### config.mk
export PLATFORM = sky130hd
export DESIGN_NAME = acc_load_from_ctrl_regs
export DESIGN_NICKNAME = d
export VERILOG_FILES = /design/src/hw/acc_load_from_ctrl_regs.v
export VERILOG_INCLUDE_DIRS = /design/src /design/src/hw
export SDC_FILE = /design/constraint.sdc
export NUM_CORES = 1
export LEC_CHECK = 0
export BUFFER_PORTS_ARGS = -buffer_cell sky130_fd_sc_hd__buf_2
export CAP_MARGIN = 25
export CORE_MARGIN = 1.5
export CORE_UTILIZATION = 51
export DETAILED_ROUTE_END_ITERATION = 8
export GPL_TIMING_DRIVEN = 0
export PLACE_DENSITY = 0.84
export SYNTH_ARGS = -nofsm -noshare
export SYNTH_HDL_FRONTEND = slang
export SYNTH_SLANG_ARGS = --single-unit
### constraint.sdc
create_clock -name hclk -period 3 [get_ports hclk]
set_input_delay 0.9 -clock hclk [delete_from_list [all_inputs] [get_ports hclk]]
set_output_delay 0.9 -clock hclk [all_outputs]
set_load 0.02 [all_outputs]
### src/hw/acc_load_consts.vh
// opcodes, widths and register map for the accumulator load decoder
`ifndef ACC_LOAD_CONSTS_VH
`define ACC_LOAD_CONSTS_VH
`define INSN_W 10
`define ACC_W 4
`define SP_W 3
`define OP_LOAD_ADC3 10'h246
`define OP_LOAD_SP 10'h250
`define OP_LOAD_IRQ1 10'h054
`define OP_LOAD_IRQ2 10'h055
`define OP_LOAD_TMR1 10'h24b
`define OP_LOAD_TMR2 10'h24c
`define OP_LOAD_TMR3 10'h24d
`define OP_LOAD_TMR4 10'h24e
`define ADDR_INSN 8'h00
`define ADDR_ACC 8'h04
`define ADDR_SRC_A 8'h08
`define ADDR_SRC_B 8'h0c
`define ADDR_STAT 8'h10
`define ADDR_PC 8'h14
`define SRC_A_RST 32'h0000_0000
`define SRC_B_RST 32'h0000_0000
`define SRC_NIB_RST 4'h0
`define ACC_RST 4'h0
`define PC_RST 16'h0000
`define CARRY_RST 1'b0
`define LANE_SP 3
`define LANE_SP_MASK 4'h7
`define LANE_FULL_MASK 4'hf
`endif

### src/hw/acc_load_from_ctrl_regs.v
// accumulator load decoder for control-register transfer instructions
// Notes on behaviour
// - opcode 246h loads A from adc_ctrl_third
// - stack_pointer to acc bits 2..0, bit 3 zero
// - opcode 054h loads A from irq_ctrl_first
// - opcode 055h loads A from irq_ctrl_second
// - opcode 24Bh loads A from tmr_ctrl_first
// - opcode 24Ch loads A from tmr_ctrl_second
// - opcode 24Dh loads A from tmr_ctrl_third
// - opcode 24Eh loads A from tmr_ctrl_fourth
//
// Our own choices: the register offsets and register access over AHB-Lite.
`timescale 1ns/1ps
`include "acc_load_consts.vh"
module acc_load_from_ctrl_regs (
    input wire hclk, // 25 MHz bus clock
    input wire hresetn, // async reset, active low
    input wire hsel, // slave select
    input wire [31:0] haddr, // byte address
    input wire [1:0] htrans, // transfer type
    input wire hwrite, // write when high
    input wire [2:0] hsize, // transfer size
    input wire hready, // bus ready
    input wire [31:0] hwdata, // write data
    output reg [31:0] hrdata, // read data
    output wire hreadyout, // always ready
    output wire hresp // always okay
);
    // ==========================================================
    // bus address phase capture
    // an accepted address phase is remembered for exactly the one
    // data phase after it; hsize is not looked at, so narrow
    // accesses behave as whole-word accesses
    reg wr_q;
    reg rd_q;
    reg [7:0] addr_q;
    wire acc_phase;
    assign acc_phase = hsel & hready & htrans[1];

    // no wait states and no error responses: every word is ready
    // in the cycle right after its address phase
    assign hreadyout = 1'b1;
    assign hresp = 1'b0;

    // address and direction of the transfer now in its data phase
    always @(posedge hclk or negedge hresetn)
    begin
        if (!hresetn)
        begin
            wr_q <= 1'b0;
            rd_q <= 1'b0;
            addr_q <= 8'h00;
        end
        else
        begin
            wr_q <= acc_phase & hwrite;
            rd_q <= acc_phase & ~hwrite;
            addr_q <= haddr[7:0];
        end
    end

    // ==========================================================
    // data phase write strobes, one per writable word
    // hwdata is only valid in the data phase, so every write acts
    // on the edge that closes it, never on the address phase
    wire exec;
    wire wr_src_a;
    wire wr_src_b;
    wire wr_stat;
    assign exec = wr_q & (addr_q == `ADDR_INSN);
    assign wr_src_a = wr_q & (addr_q == `ADDR_SRC_A);
    assign wr_src_b = wr_q & (addr_q == `ADDR_SRC_B);
    assign wr_stat = wr_q & (addr_q == `ADDR_STAT);

    // ==========================================================
    // source nibbles
    // lanes 0..3 come from word a, lanes 4..7 from word b; the
    // stack pointer lane keeps three bits only, so its unused top
    // bit can never reach the accumulator or read back as one
    genvar k;
    generate
        for (k = 0; k < 8; k = k + 1)
        begin : g_src
            reg [`ACC_W-1:0] nib_q;
            wire [`ACC_W-1:0] lane_mask;
            wire [`ACC_W-1:0] lane_word;
            wire lane_wr;
            assign lane_mask = (k == `LANE_SP) ? `LANE_SP_MASK : `LANE_FULL_MASK;
            assign lane_wr = (k < 4) ? wr_src_a : wr_src_b;
            assign lane_word = hwdata[4*(k%4) +: 4];
            // only a bus write moves a source; instructions just look
            always @(posedge hclk or negedge hresetn)
            begin
                if (!hresetn)
                    nib_q <= `SRC_NIB_RST;
                else if (lane_wr)
                    nib_q <= lane_word & lane_mask;
            end
        end
    endgenerate

    // named views of the lanes, in the order software packs them
    wire [`ACC_W-1:0] adc_ctrl_third;
    wire [`ACC_W-1:0] irq_ctrl_first;
    wire [`ACC_W-1:0] irq_ctrl_second;
    wire [`SP_W-1:0] stack_pointer;
    wire [`ACC_W-1:0] tmr_ctrl_first;
    wire [`ACC_W-1:0] tmr_ctrl_second;
    wire [`ACC_W-1:0] tmr_ctrl_third;
    wire [`ACC_W-1:0] tmr_ctrl_fourth;
    assign adc_ctrl_third = g_src[0].nib_q;
    assign irq_ctrl_first = g_src[1].nib_q;
    assign irq_ctrl_second = g_src[2].nib_q;
    assign stack_pointer = g_src[3].nib_q[`SP_W-1:0];
    assign tmr_ctrl_first = g_src[4].nib_q;
    assign tmr_ctrl_second = g_src[5].nib_q;
    assign tmr_ctrl_third = g_src[6].nib_q;
    assign tmr_ctrl_fourth = g_src[7].nib_q;

    // ==========================================================
    // architectural state seen by the instructions
    reg [`ACC_W-1:0] acc_q;
    reg [15:0] pc_q;
    reg carry_flag_q;
    reg last_hit_q;
    reg [`ACC_W-1:0] acc_d;
    reg hit;

    // ==========================================================
    // decoder: a pure read of the source, never a side effect
    // an unknown word leaves the accumulator as it is and clears
    // the hit flag, so software can tell a typo from a real load
    always @*
    begin
        acc_d = acc_q;
        hit = 1'b1;
        case (hwdata[`INSN_W-1:0])
            `OP_LOAD_ADC3: acc_d = adc_ctrl_third;
            `OP_LOAD_SP: acc_d = {1'b0, stack_pointer};
            `OP_LOAD_IRQ1: acc_d = irq_ctrl_first;
            `OP_LOAD_IRQ2: acc_d = irq_ctrl_second;
            `OP_LOAD_TMR1: acc_d = tmr_ctrl_first;
            `OP_LOAD_TMR2: acc_d = tmr_ctrl_second;
            `OP_LOAD_TMR3: acc_d = tmr_ctrl_third;
            `OP_LOAD_TMR4: acc_d = tmr_ctrl_fourth;
            default: hit = 1'b0;
        endcase
    end

    // ==========================================================
    // instruction execution
    // one write of the instruction word is one instruction cycle;
    // the program counter steps once per word, decoded or not,
    // so a stray word still moves execution on
    always @(posedge hclk or negedge hresetn)
    begin
        if (!hresetn)
        begin
            acc_q <= `ACC_RST;
            pc_q <= `PC_RST;
            last_hit_q <= 1'b0;
        end
        else if (exec)
        begin
            acc_q <= acc_d;
            pc_q <= pc_q + 16'h0001;
            last_hit_q <= hit;
        end
    end

    // ==========================================================
    // carry flag
    // set only by software through the status word; none of these
    // loads touches it, which is what lets a test tell them apart
    always @(posedge hclk or negedge hresetn)
    begin
        if (!hresetn)
            carry_flag_q <= `CARRY_RST;
        else if (wr_stat)
            carry_flag_q <= hwdata[0];
    end

    // ==========================================================
    // read mux
    // combinational from flip-flops so that a read right behind a
    // write sees the new value; the price is a mux on hrdata
    always @*
    begin
        hrdata = 32'h0000_0000;
        if (rd_q)
        begin
            case (addr_q)
                `ADDR_ACC: hrdata = {28'h0, acc_q};
                `ADDR_SRC_A: hrdata = {16'h0, g_src[3].nib_q, irq_ctrl_second,
                    irq_ctrl_first, adc_ctrl_third};
                `ADDR_SRC_B: hrdata = {16'h0, tmr_ctrl_fourth, tmr_ctrl_third,
                    tmr_ctrl_second, tmr_ctrl_first};
                `ADDR_STAT: hrdata = {30'h0, last_hit_q, carry_flag_q};
                `ADDR_PC: hrdata = {16'h0, pc_q};
                default: hrdata = 32'h0000_0000;
            endcase
        end
    end

    // ==========================================================
    // limitations
    // the instruction word is taken from hwdata in the data phase
    // only; a master that drives hwdata late will execute whatever
    // stands there at the closing edge. unmapped offsets read zero
    // and ignore writes, and the upper address bits are not decoded,
    // so the whole map repeats every 256 bytes
endmodule // acc_load_from_ctrl_regs

=== After elaboration in Yosys (flattened, before gate mapping) ===
Cells that the tools add are included.

* Flip-flop bits (word level): 63
* Input bits: 74

* Add/subtract/negate cells: 1
* Eq/ne operators: 13
* Muxes and demuxes: 4
* Bitwise operators: 9
* Reductions and logical operators: 4

{| class="wikitable"
|+ Operators with widths
! cell !! count
|-
| one-hot mux 16 bit (5 select lines) || 1
|-
| equality test 10 bit (second input constant) || 6
|-
| two-way mux 32 bit || 1
|-
| one-hot mux 4 bit (8 select lines) || 1
|-
| equality test 10 x 7 -> 1 bit (second input constant) || 2
|-
| adder 16 x 1 -> 16 bit (second input constant) || 1
|-
| equality test 8 x 4 -> 1 bit (second input constant) || 2
|-
| equality test 8 x 5 -> 1 bit (second input constant) || 2
|-
| bitwise AND 1 bit || 8
|-
| equality test 8 x 3 -> 1 bit (second input constant) || 1
|-
| zero test 8 bit || 1
|-
| nonzero test 8 bit || 1
|-
| OR reduction 8 bit || 1
|-
| AND reduction 2 bit || 1
|-
| two-way mux 1 bit || 1
|-
| inverter 1 bit || 1
|}

=== Logic depth before layout (Yosys ltp) ===
Gate-level depths: netlist of run 1.

* Depth in word-level cells: 3
* Mapped depth: 7
* Depth with buffers taken out: 6

=== Least setup slack after synthesis of run 1 ===
Ideal clock, no wire load.

* Path type: reg-to-output
* From: register addr_q[7]
* To: output port hrdata[13]
* Data arrival time: 1.873 ns
* Required time: 2.100 ns
* Path slack: 0.227 ns
* Stages on the path, launching flop included: 7
* Buffers on the path: 1
* Cells stage by stage: dfrtp_1 > nor2_2 > nor4b_1 > and4b_1 > buf_2 > a22oi_1 > a21oi_1

* Word-level cells in the longest chain between the ends: 3

{| class="wikitable"
|+ Ends and longest elaborated chain
! item !! RTL line !! source
|-
| start, declared || acc_load_from_ctrl_regs.v:36 || <nowiki>reg [7:0] addr_q;</nowiki>
|-
| start signal, assigned || acc_load_from_ctrl_regs.v:58 || <nowiki>addr_q <= haddr[7:0];</nowiki>
|-
| equality test 8 x 5 -> 1 bit, or another cell as far along || acc_load_from_ctrl_regs.v:192 || <nowiki>case (addr_q)</nowiki>
|-
| one-hot mux 16 bit (5 select lines) * || acc_load_from_ctrl_regs.v:192 ||
|-
| two-way mux 32 bit * || acc_load_from_ctrl_regs.v:190 || <nowiki>if (rd_q)</nowiki>
|-
| end, declared || acc_load_from_ctrl_regs.v:25 || <nowiki>output reg [31:0] hrdata,</nowiki>
|}

Mark *: on every way between the ends. The rest lies on a longest branch, timed or not.

=== Worst setup path in the final report of run 1 ===
* From: register addr_q[1]
* To: output port hrdata[3]

Same word-level chain as after synthesis.

==> qor.tcl, run 1 <==
set qor(run_status) {finished, violations left}
set qor(failed_checks) {DRC}
set qor(ctsLongestPathBuffers) 2
set qor(fin_worst_skew_ns) 0.00913
set qor(synthDominantAreaCellType) {dfrtp_1}
set qor(timing.hold.worst.class) {flop to flop}
set qor(clkTransAtPathRegs_ns) 0.07
set qor(worst-endpoint-arrival_ns) 2.06
set qor(synth.avg_cell_area_sq_um) 10.9
set qor(share_clk_of_total_power_pct) 40.5
set qor(clkSinkCount) 63
set qor(yosysWarnings) 0
set qor(power.density_cell_area_nw_per_um2) 431
set qor(routed_wire_length_per_instance_um) 18.5
set qor(first_pass_grt_wire_length_mm) 14.8
set qor(starting_density_of_the_core_pct) 53.2
set qor(cts.root.buffer_cell) {clkbuf_8}
set qor(p_sw_share_pct) 24.9
set qor(setup_viol) 0
set qor(largest_fanout_on_the_critical_path) 3
set qor(critical_path_buf_inv_count) 2
set qor(ys_seq_area_share_pct) 46.2
set qor(hold_violations) 0
set qor(n_antenna_cell) 0
set qor(placed_area_sq_um) 3810
set qor(placed_cells) 451
set qor(layout_min_cycle_time_ns) 2.96
set qor(drv_cap) 0
set qor(worst_slew_margin_rel_pct) 50.4
set qor(fin_area_sq_um) 4180
set qor(vias_post_dr) 2880
set qor(fmax_mhz) 338
set qor(grt_start_max_net_pins) 37
set qor(cts_htree_levels) 3
set qor(floorplan.die_area_sq_um) 7200
set qor(post-synth-top-area-fraction_pct) 46.2
set qor(layout.cells.non_filler) 478
set qor(timing.final.crit_share_pct) 98.7
set qor(drtIter0Drc) 311
set qor(placement_rows) 29
set qor(grt_remaining_overflow) 0
set qor(ioPinCount) 108
set qor(pwr-share-comb_pct) 9.0
set qor(internal_power_mw) 1.35
set qor(layout-drive-gt1-share_pct) 36.9
set qor(synth.top_cells.by_area) {dfrtp_1 46%, mux2_2 12%, buf_4 4.0%, xnor2_1 3.1%, a222oi_1 2.9%}
set qor(insertion_delay_ns) 0.35
set qor(post_cts_hold_buffer_count) 0
set qor(worstSetupPathType) {flop to output pin}
set qor(synth_seq_cells) 63
set qor(core-area_sq_um) 6420
set qor(vias_per_cell) 6.03
set qor(drt-pass1-iter-count) 7
set qor(cts_made_buffers) 9
set qor(drcViolationCount) 8
set qor(io_buffers) 44
set qor(synth_top_flop_cell) {dfrtp_1}
set qor(cpMaxStageDelayCell) {dfrtp_2}
set qor(grtUsageTotal_pct) 26.5
set qor(p_leak_nw) 1.89
set qor(p_switching_uw) 448
set qor(antenna_found_initial) 0
set qor(gpl.final_weighted_congestion) 0.878
set qor(die_x_um) 84.8
set qor(timing_worst_slew_pin_value_ns) 0.737
set qor(ys_types) 49
set qor(ir_worst_vdd_mv) 0.301
set qor(critical_path.startpoint_type) {flop}
set qor(layout.nets) 471
set qor(synth-async-reset-ratio_pct) 100
set qor(critical-path-top-delay-family) {simple AND/OR/NAND/NOR gates}
set qor(dp_hpwl_mm) 6.12
set qor(setup_repair_after_global_routing_missed_its_margin) {yes}
set qor(area.growth.synth_to_final_pct) 22.3
set qor(finalMaxSlewViolations) 0
set qor(synth-edff-count) 0
set qor(worst_path_largest_cell_delay_ns) 0.44
set qor(critical-path-top-cell-by-count) {buf_4}
set qor(post_synth_instance_area_sq_um) 3420
set qor(postSynthCellCount) 313
set qor(drt.antenna.violating_nets) 0
set qor(cts_tree) {done}
set qor(critical_path.cell_chain) {nor4_4 > nand3_2 > nor2_4 > buf_4 > a22oi_1 > a21oi_1 > buf_4}
set qor(detail_route.wirelength_mm) 8.84
set qor(cp.required_ns) 2.10
set qor(endpoint_kind) {output pin}
set qor(pwr-share-seq_pct) 50.5
set qor(floorplan.die.height_um) 84.8
set qor(number_of_global_route_vias_before_repair) 3007
-- cell families after synthesis --
logic type	after synthesis	share of synthesized area, %
compound gates	49	10.6
xor+xnor	16	4.10
fa+ha+maj	1	0.366
buf+inv	33	6.15
flops	63	46.2
mux	41	13.3
other cells	2	0.220
simple gates	108	19.1
-- registers in the layout (all words and copies together) (netlist names) --
register        cells
acc_q               4
adc_ctrl_third      4
addr_q              8
carry_flag_q        1
g_src.nib_q        27
last_hit_q          1
pc_q               16
rd_q                1
wr_q                1
-- routing by layer --
| layer | global-route usage, % | part of all wire (%) | vias to the layer above |
|---|---|---|---|
| li1 | - | - | 1297 |
| met1 | 35.3 | 41 | 1385 |
| met4 | 15.2 | 3.5 | 0 |
| met5 | 0 | 0 | - |
| met3 | 3.99 | 7.5 | 34 |
| met2 | 41.5 | 48 | 164 |
-- layout make-up --
type / instances / area, sq um
buffer: 31 / 228
clock buffer: 12 / 145
clock inverter: 4 / 45.0
fill: 488 / 2240
inverter: 2 / 7.51
multi-input combinational: 233 / 1730
sequential: 63 / 1580
tap: 77 / 96.3
timing repair buffer: 56 / 345
-- cell usage after synthesis, types with 3 or more instances --
master    instances
xor2_1            4
mux2i_1           5
nor2_1           18
nor3_1            4
or3_1             3
mux2_2           35
o21ai_0           4
buf_2             3
clkbuf_1          8
and4b_1           3
a21oi_1          13
dfrtp_1          63
xnor2_1          12
a222oi_1         10
nor3b_1           3
nand2_1          23
and3_1            7
nand3_1          16
a22oi_1           8
o211ai_1          3
nor4b_1           3
nand4_1           4
and3b_1           5
buf_4            18
-- timing repair --
item                                   CTS  global route
setup endpoints to repair               16            16
pin swaps                                6            10
buffers inserted                        11             0
endpoints found under the hold margin    0             0
resized for setup                       15            15
-- power by group through the flow --
stage	logic, mW	registers, mW	clock network [mW]
2_1_floorplan	0.0981	0.911	0
3_3_place_gp	0.147	0.920	0
3_5_place_dp	0.155	0.922	0
4_1_cts	0.160	0.908	0.733
5_1_grt	0.177	0.912	0.771
6_report	0.162	0.910	0.730
-- stage by stage --
stage | hold WS [ns] | util [%] | TNS, ns | power, mW | setup WS [ns]
5_1_grt | 0.499 | 65.0 | -0.185 | 1.86 | -0.0495
4_1_cts | 0.481 | 64.5 | 0 | 1.80 | 0.000463
3_3_place_gp | 0.466 | 59.0 | -0.138 | 1.07 | -0.0536
2_1_floorplan | 0.446 | - | 0 | 1.01 | 0.227
3_5_place_dp | 0.470 | 59.4 | -0.611 | 1.08 | -0.124
6_report | 0.488 | 65.0 | 0 | 1.80 | 0.0387
-- final timing paths --
kind                                 from                 to  slack, ns  cells past startpoint
max in group asynchronous         hresetn  g_src[2].nib_q[1]       1.80                      2
worst max register to register  addr_q[1]           pc_q[15]       0.75                      8
worst min-delay path             pc_q[15]           pc_q[15]       0.49                      1
worst min register to register   pc_q[15]           pc_q[15]       0.49                      1
min in group asynchronous         hresetn          addr_q[3]       0.57                      1
worst max-delay path            addr_q[1]          hrdata[3]       0.04                      7
-- cells in the final DEF, fill, tap and decap left out, drive strengths merged, types with 7 or more instances in the layout --
cell | Yosys | layout
conb | 2 | 18
dfrtp | 63 | 63
nand2 | 25 | 25
buf | 23 | 81
and3 | 7 | 7
nand3 | 18 | 18
a22oi | 8 | 8
mux2 | 36 | 36
xnor2 | 12 | 12
a21oi | 13 | 13
a222oi | 10 | 10
nor2 | 21 | 21
clkbuf | 8 | 18
No activity file was read; power rests on OpenSTA's default activity.
==> inputs of run 2 (changes only) <==
--- a/config.mk
+++ b/config.mk
@@ -12,7 +12,10 @@
 export CORE_UTILIZATION = 51
 export DETAILED_ROUTE_END_ITERATION = 8
 export GPL_TIMING_DRIVEN = 0
+export HOLD_SLACK_MARGIN = 0.08
 export PLACE_DENSITY = 0.84
+export REMOVE_ABC_BUFFERS = 1
+export SETUP_SLACK_MARGIN = 0.2
 export SYNTH_ARGS = -nofsm -noshare
 export SYNTH_HDL_FRONTEND = slang
 export SYNTH_SLANG_ARGS = --single-unit
==> run 2 against run 1 <==
Against the previous run:
- wire length up 1.6%
- global-route usage up 0.33 points
- clock power up 9.7%
- maximum frequency down 3.0%
- via count down 1.3%
- die area unchanged
- total power up 2.9%
- the run ends with DRC, setup timing left
- critical endpoint is now hrdata[6]
==> qor.tcl, run 2 (synthesis results as in run 1) <==
set qor(worstSetupPathType) {flop to output pin}
set qor(cts_tree) {done}
set qor(run_status) {finished, violations left}
set qor(drcViolationCount) 4
set qor(gpl.final_weighted_congestion) 0.894
set qor(layout.nets) 444
set qor(first_pass_grt_wire_length_mm) 14.9
set qor(clkSinkCount) 63
set qor(power.density_cell_area_nw_per_um2) 450
set qor(largest_register_ff_count) 27
set qor(critical_path.cell_chain) {buf_6 > nor4b_4 > buf_4 > and4b_2 > a222oi_1 > nor2_1 > buf_4}
set qor(die_x_um) 84.8
set qor(ir_worst_vdd_mv) 0.312
set qor(floorplan.die_area_sq_um) 7200
set qor(drt.antenna.violating_nets) 0
set qor(worst_path_largest_cell_delay_ns) 0.42
set qor(layout-drive-gt1-share_pct) 34.8
set qor(finalMaxSlewViolations) 0
set qor(critical_path_buf_inv_count) 3
set qor(layout_min_cycle_time_ns) 3.05
set qor(setup_ws_ns) -0.0533
set qor(fmax_mhz) 328
set qor(ioPinCount) 108
set qor(io_buffers) 45
set qor(largest_fanout_on_the_critical_path) 7
set qor(failed_checks) {DRC, setup timing}
set qor(vias_post_dr) 2842
set qor(core-area_sq_um) 6420
set qor(timing_worst_slew_pin_value_ns) 0.777
set qor(setup_repair_after_global_routing_missed_its_margin) {yes}
set qor(worst_slew_margin_rel_pct) 48.2
set qor(fin_worst_skew_ns) 0.0139
set qor(ctsLongestPathBuffers) 2
set qor(grt_remaining_overflow) 0
set qor(clkTransAtPathRegs_ns) 0.07
set qor(p_leak_nw) 1.80
set qor(antenna_found_initial) 0
set qor(setup_viol) 9
set qor(placed_area_sq_um) 3610
set qor(fin_area_sq_um) 4120
set qor(starting_density_of_the_core_pct) 53.2
set qor(endpoint_kind) {output pin}
set qor(cts_htree_levels) 3
set qor(cts_made_buffers) 9
set qor(cpMaxStageDelayCell) {dfrtp_1}
set qor(drt-pass1-iter-count) 9
set qor(critical-path-top-delay-family) {simple AND/OR/NAND/NOR gates}
set qor(drv_cap) 0
set qor(grt_start_max_net_pins) 34
set qor(post-layout-total-power_mw) 1.85
set qor(biggestRegsByFlops) {g_src.nib_q x27, pc_q x16, addr_q x8}
set qor(dp_hpwl_mm) 5.65
set qor(cts.root.buffer_cell) {clkbuf_8}
set qor(area.growth.synth_to_final_pct) 20.5
set qor(placed_cells) 421
set qor(critical-path-top-cell-by-count) {buf_4}
set qor(insertion_delay_ns) 0.35
set qor(layout.cells.non_filler) 451
set qor(critical_path.startpoint_type) {flop}
set qor(layout.cells.most_common) {dfrtp_1}
set qor(number_of_global_route_vias_before_repair) 2952
set qor(vias_per_cell) 6.30
set qor(placement_rows) 29
set qor(grtUsageTotal_pct) 26.8
set qor(post_cts_hold_buffer_count) 0
set qor(largest_register) {g_src.nib_q}
set qor(hold_violations) 0
set qor(worst-endpoint-arrival_ns) 2.15
set qor(timing.hold.worst.class) {flop to flop}
set qor(floorplan.die.height_um) 84.8
set qor(n_antenna_cell) 0
set qor(cp.required_ns) 2.10
set qor(drtIter0Drc) 325
set qor(timing.final.crit_share_pct) 102
set qor(final_cell_mix) {62 x dfrtp_1, 35 x mux2_2, 29 x buf_2, 21 x buf_4, 19 x nand2_1}
set qor(routed_wire_length_per_instance_um) 19.9
set qor(detail_route.wirelength_mm) 8.98
[run 2: cell types whose count changed in the layout (fill, tap and decap cells not counted), sizes merged]
| cell | delta |
|---|---|
| and4b | +1 |
| clkinv | -1 |
| clkbuf | -6 |
| bufinv | +1 |
| buf | -22 |
[run 2: metrics by stage]
stage	setup TNS (ns)	hold slack (ns)	utilization [%]	setup WS, ns
final	-0.236	0.511	64.1	-0.0533
after global routing	-1.44	0.529	64.1	-0.147
after CTS	-0.184	0.491	63.9	-0.0410
after detailed placement	-2.87	0.478	56.3	-0.251
after global placement	-1.39	0.466	56.0	-0.186
after floorplan	0	0.446	-	0.188
[run 2: path summary, 6_finish.rpt]
kind | end | cells past startpoint | startpoint | slack, ns
max | hrdata[6] | 7 | addr_q[5] | -0.05
min | pc_q[15] | 1 | pc_q[15] | 0.51
max reg2reg | g_src[1].nib_q[1] | 8 | addr_q[0] | 0.86
min reg2reg | pc_q[15] | 1 | pc_q[15] | 0.51
max in group asynchronous | g_src[7].nib_q[3] | 2 | hresetn | 1.74
min in group asynchronous | addr_q[3] | 1 | hresetn | 0.62
[run 2: metal layers]
metal | up-vias | wire length, um | global-route usage, %
met5 | - | 0 | 0
met2 | 158 | 4590 | 45.2
met4 | 0 | 201 | 14.0
met1 | 1421 | 3560 | 32.6
met3 | 28 | 634 | 5.35
li1 | 1235 | - | -
[run 2: power by group]
| group | internal [mW] | switching, mW | leakage, nW |
|---|---|---|---|
| clock | 0.466 | 0.335 | 0.104 |
| combinational | 0.0580 | 0.0856 | 0.920 |
| sequential | 0.877 | 0.0330 | 0.778 |
| total | 1.40 | 0.453 | 1.80 |
[run 2: cell type report]
cell class / count / area [sq um]
fill: 468 / 2300
multi-input combinational: 234 / 1780
sequential: 63 / 1580
timing repair buffer: 59 / 447
clock buffer: 12 / 135
tap: 77 / 96.3
clock inverter: 4 / 70.1
inverter: 2 / 7.51
[run 2: what timing repair did]
action                     4_1_cts  5_1_grt
cloned                           2        0
setup buffers                   12        0
pin swaps                       20        7
gates resized for setup         39        3
setup endpoints to repair       16       16
hold endpoints to repair         0        0
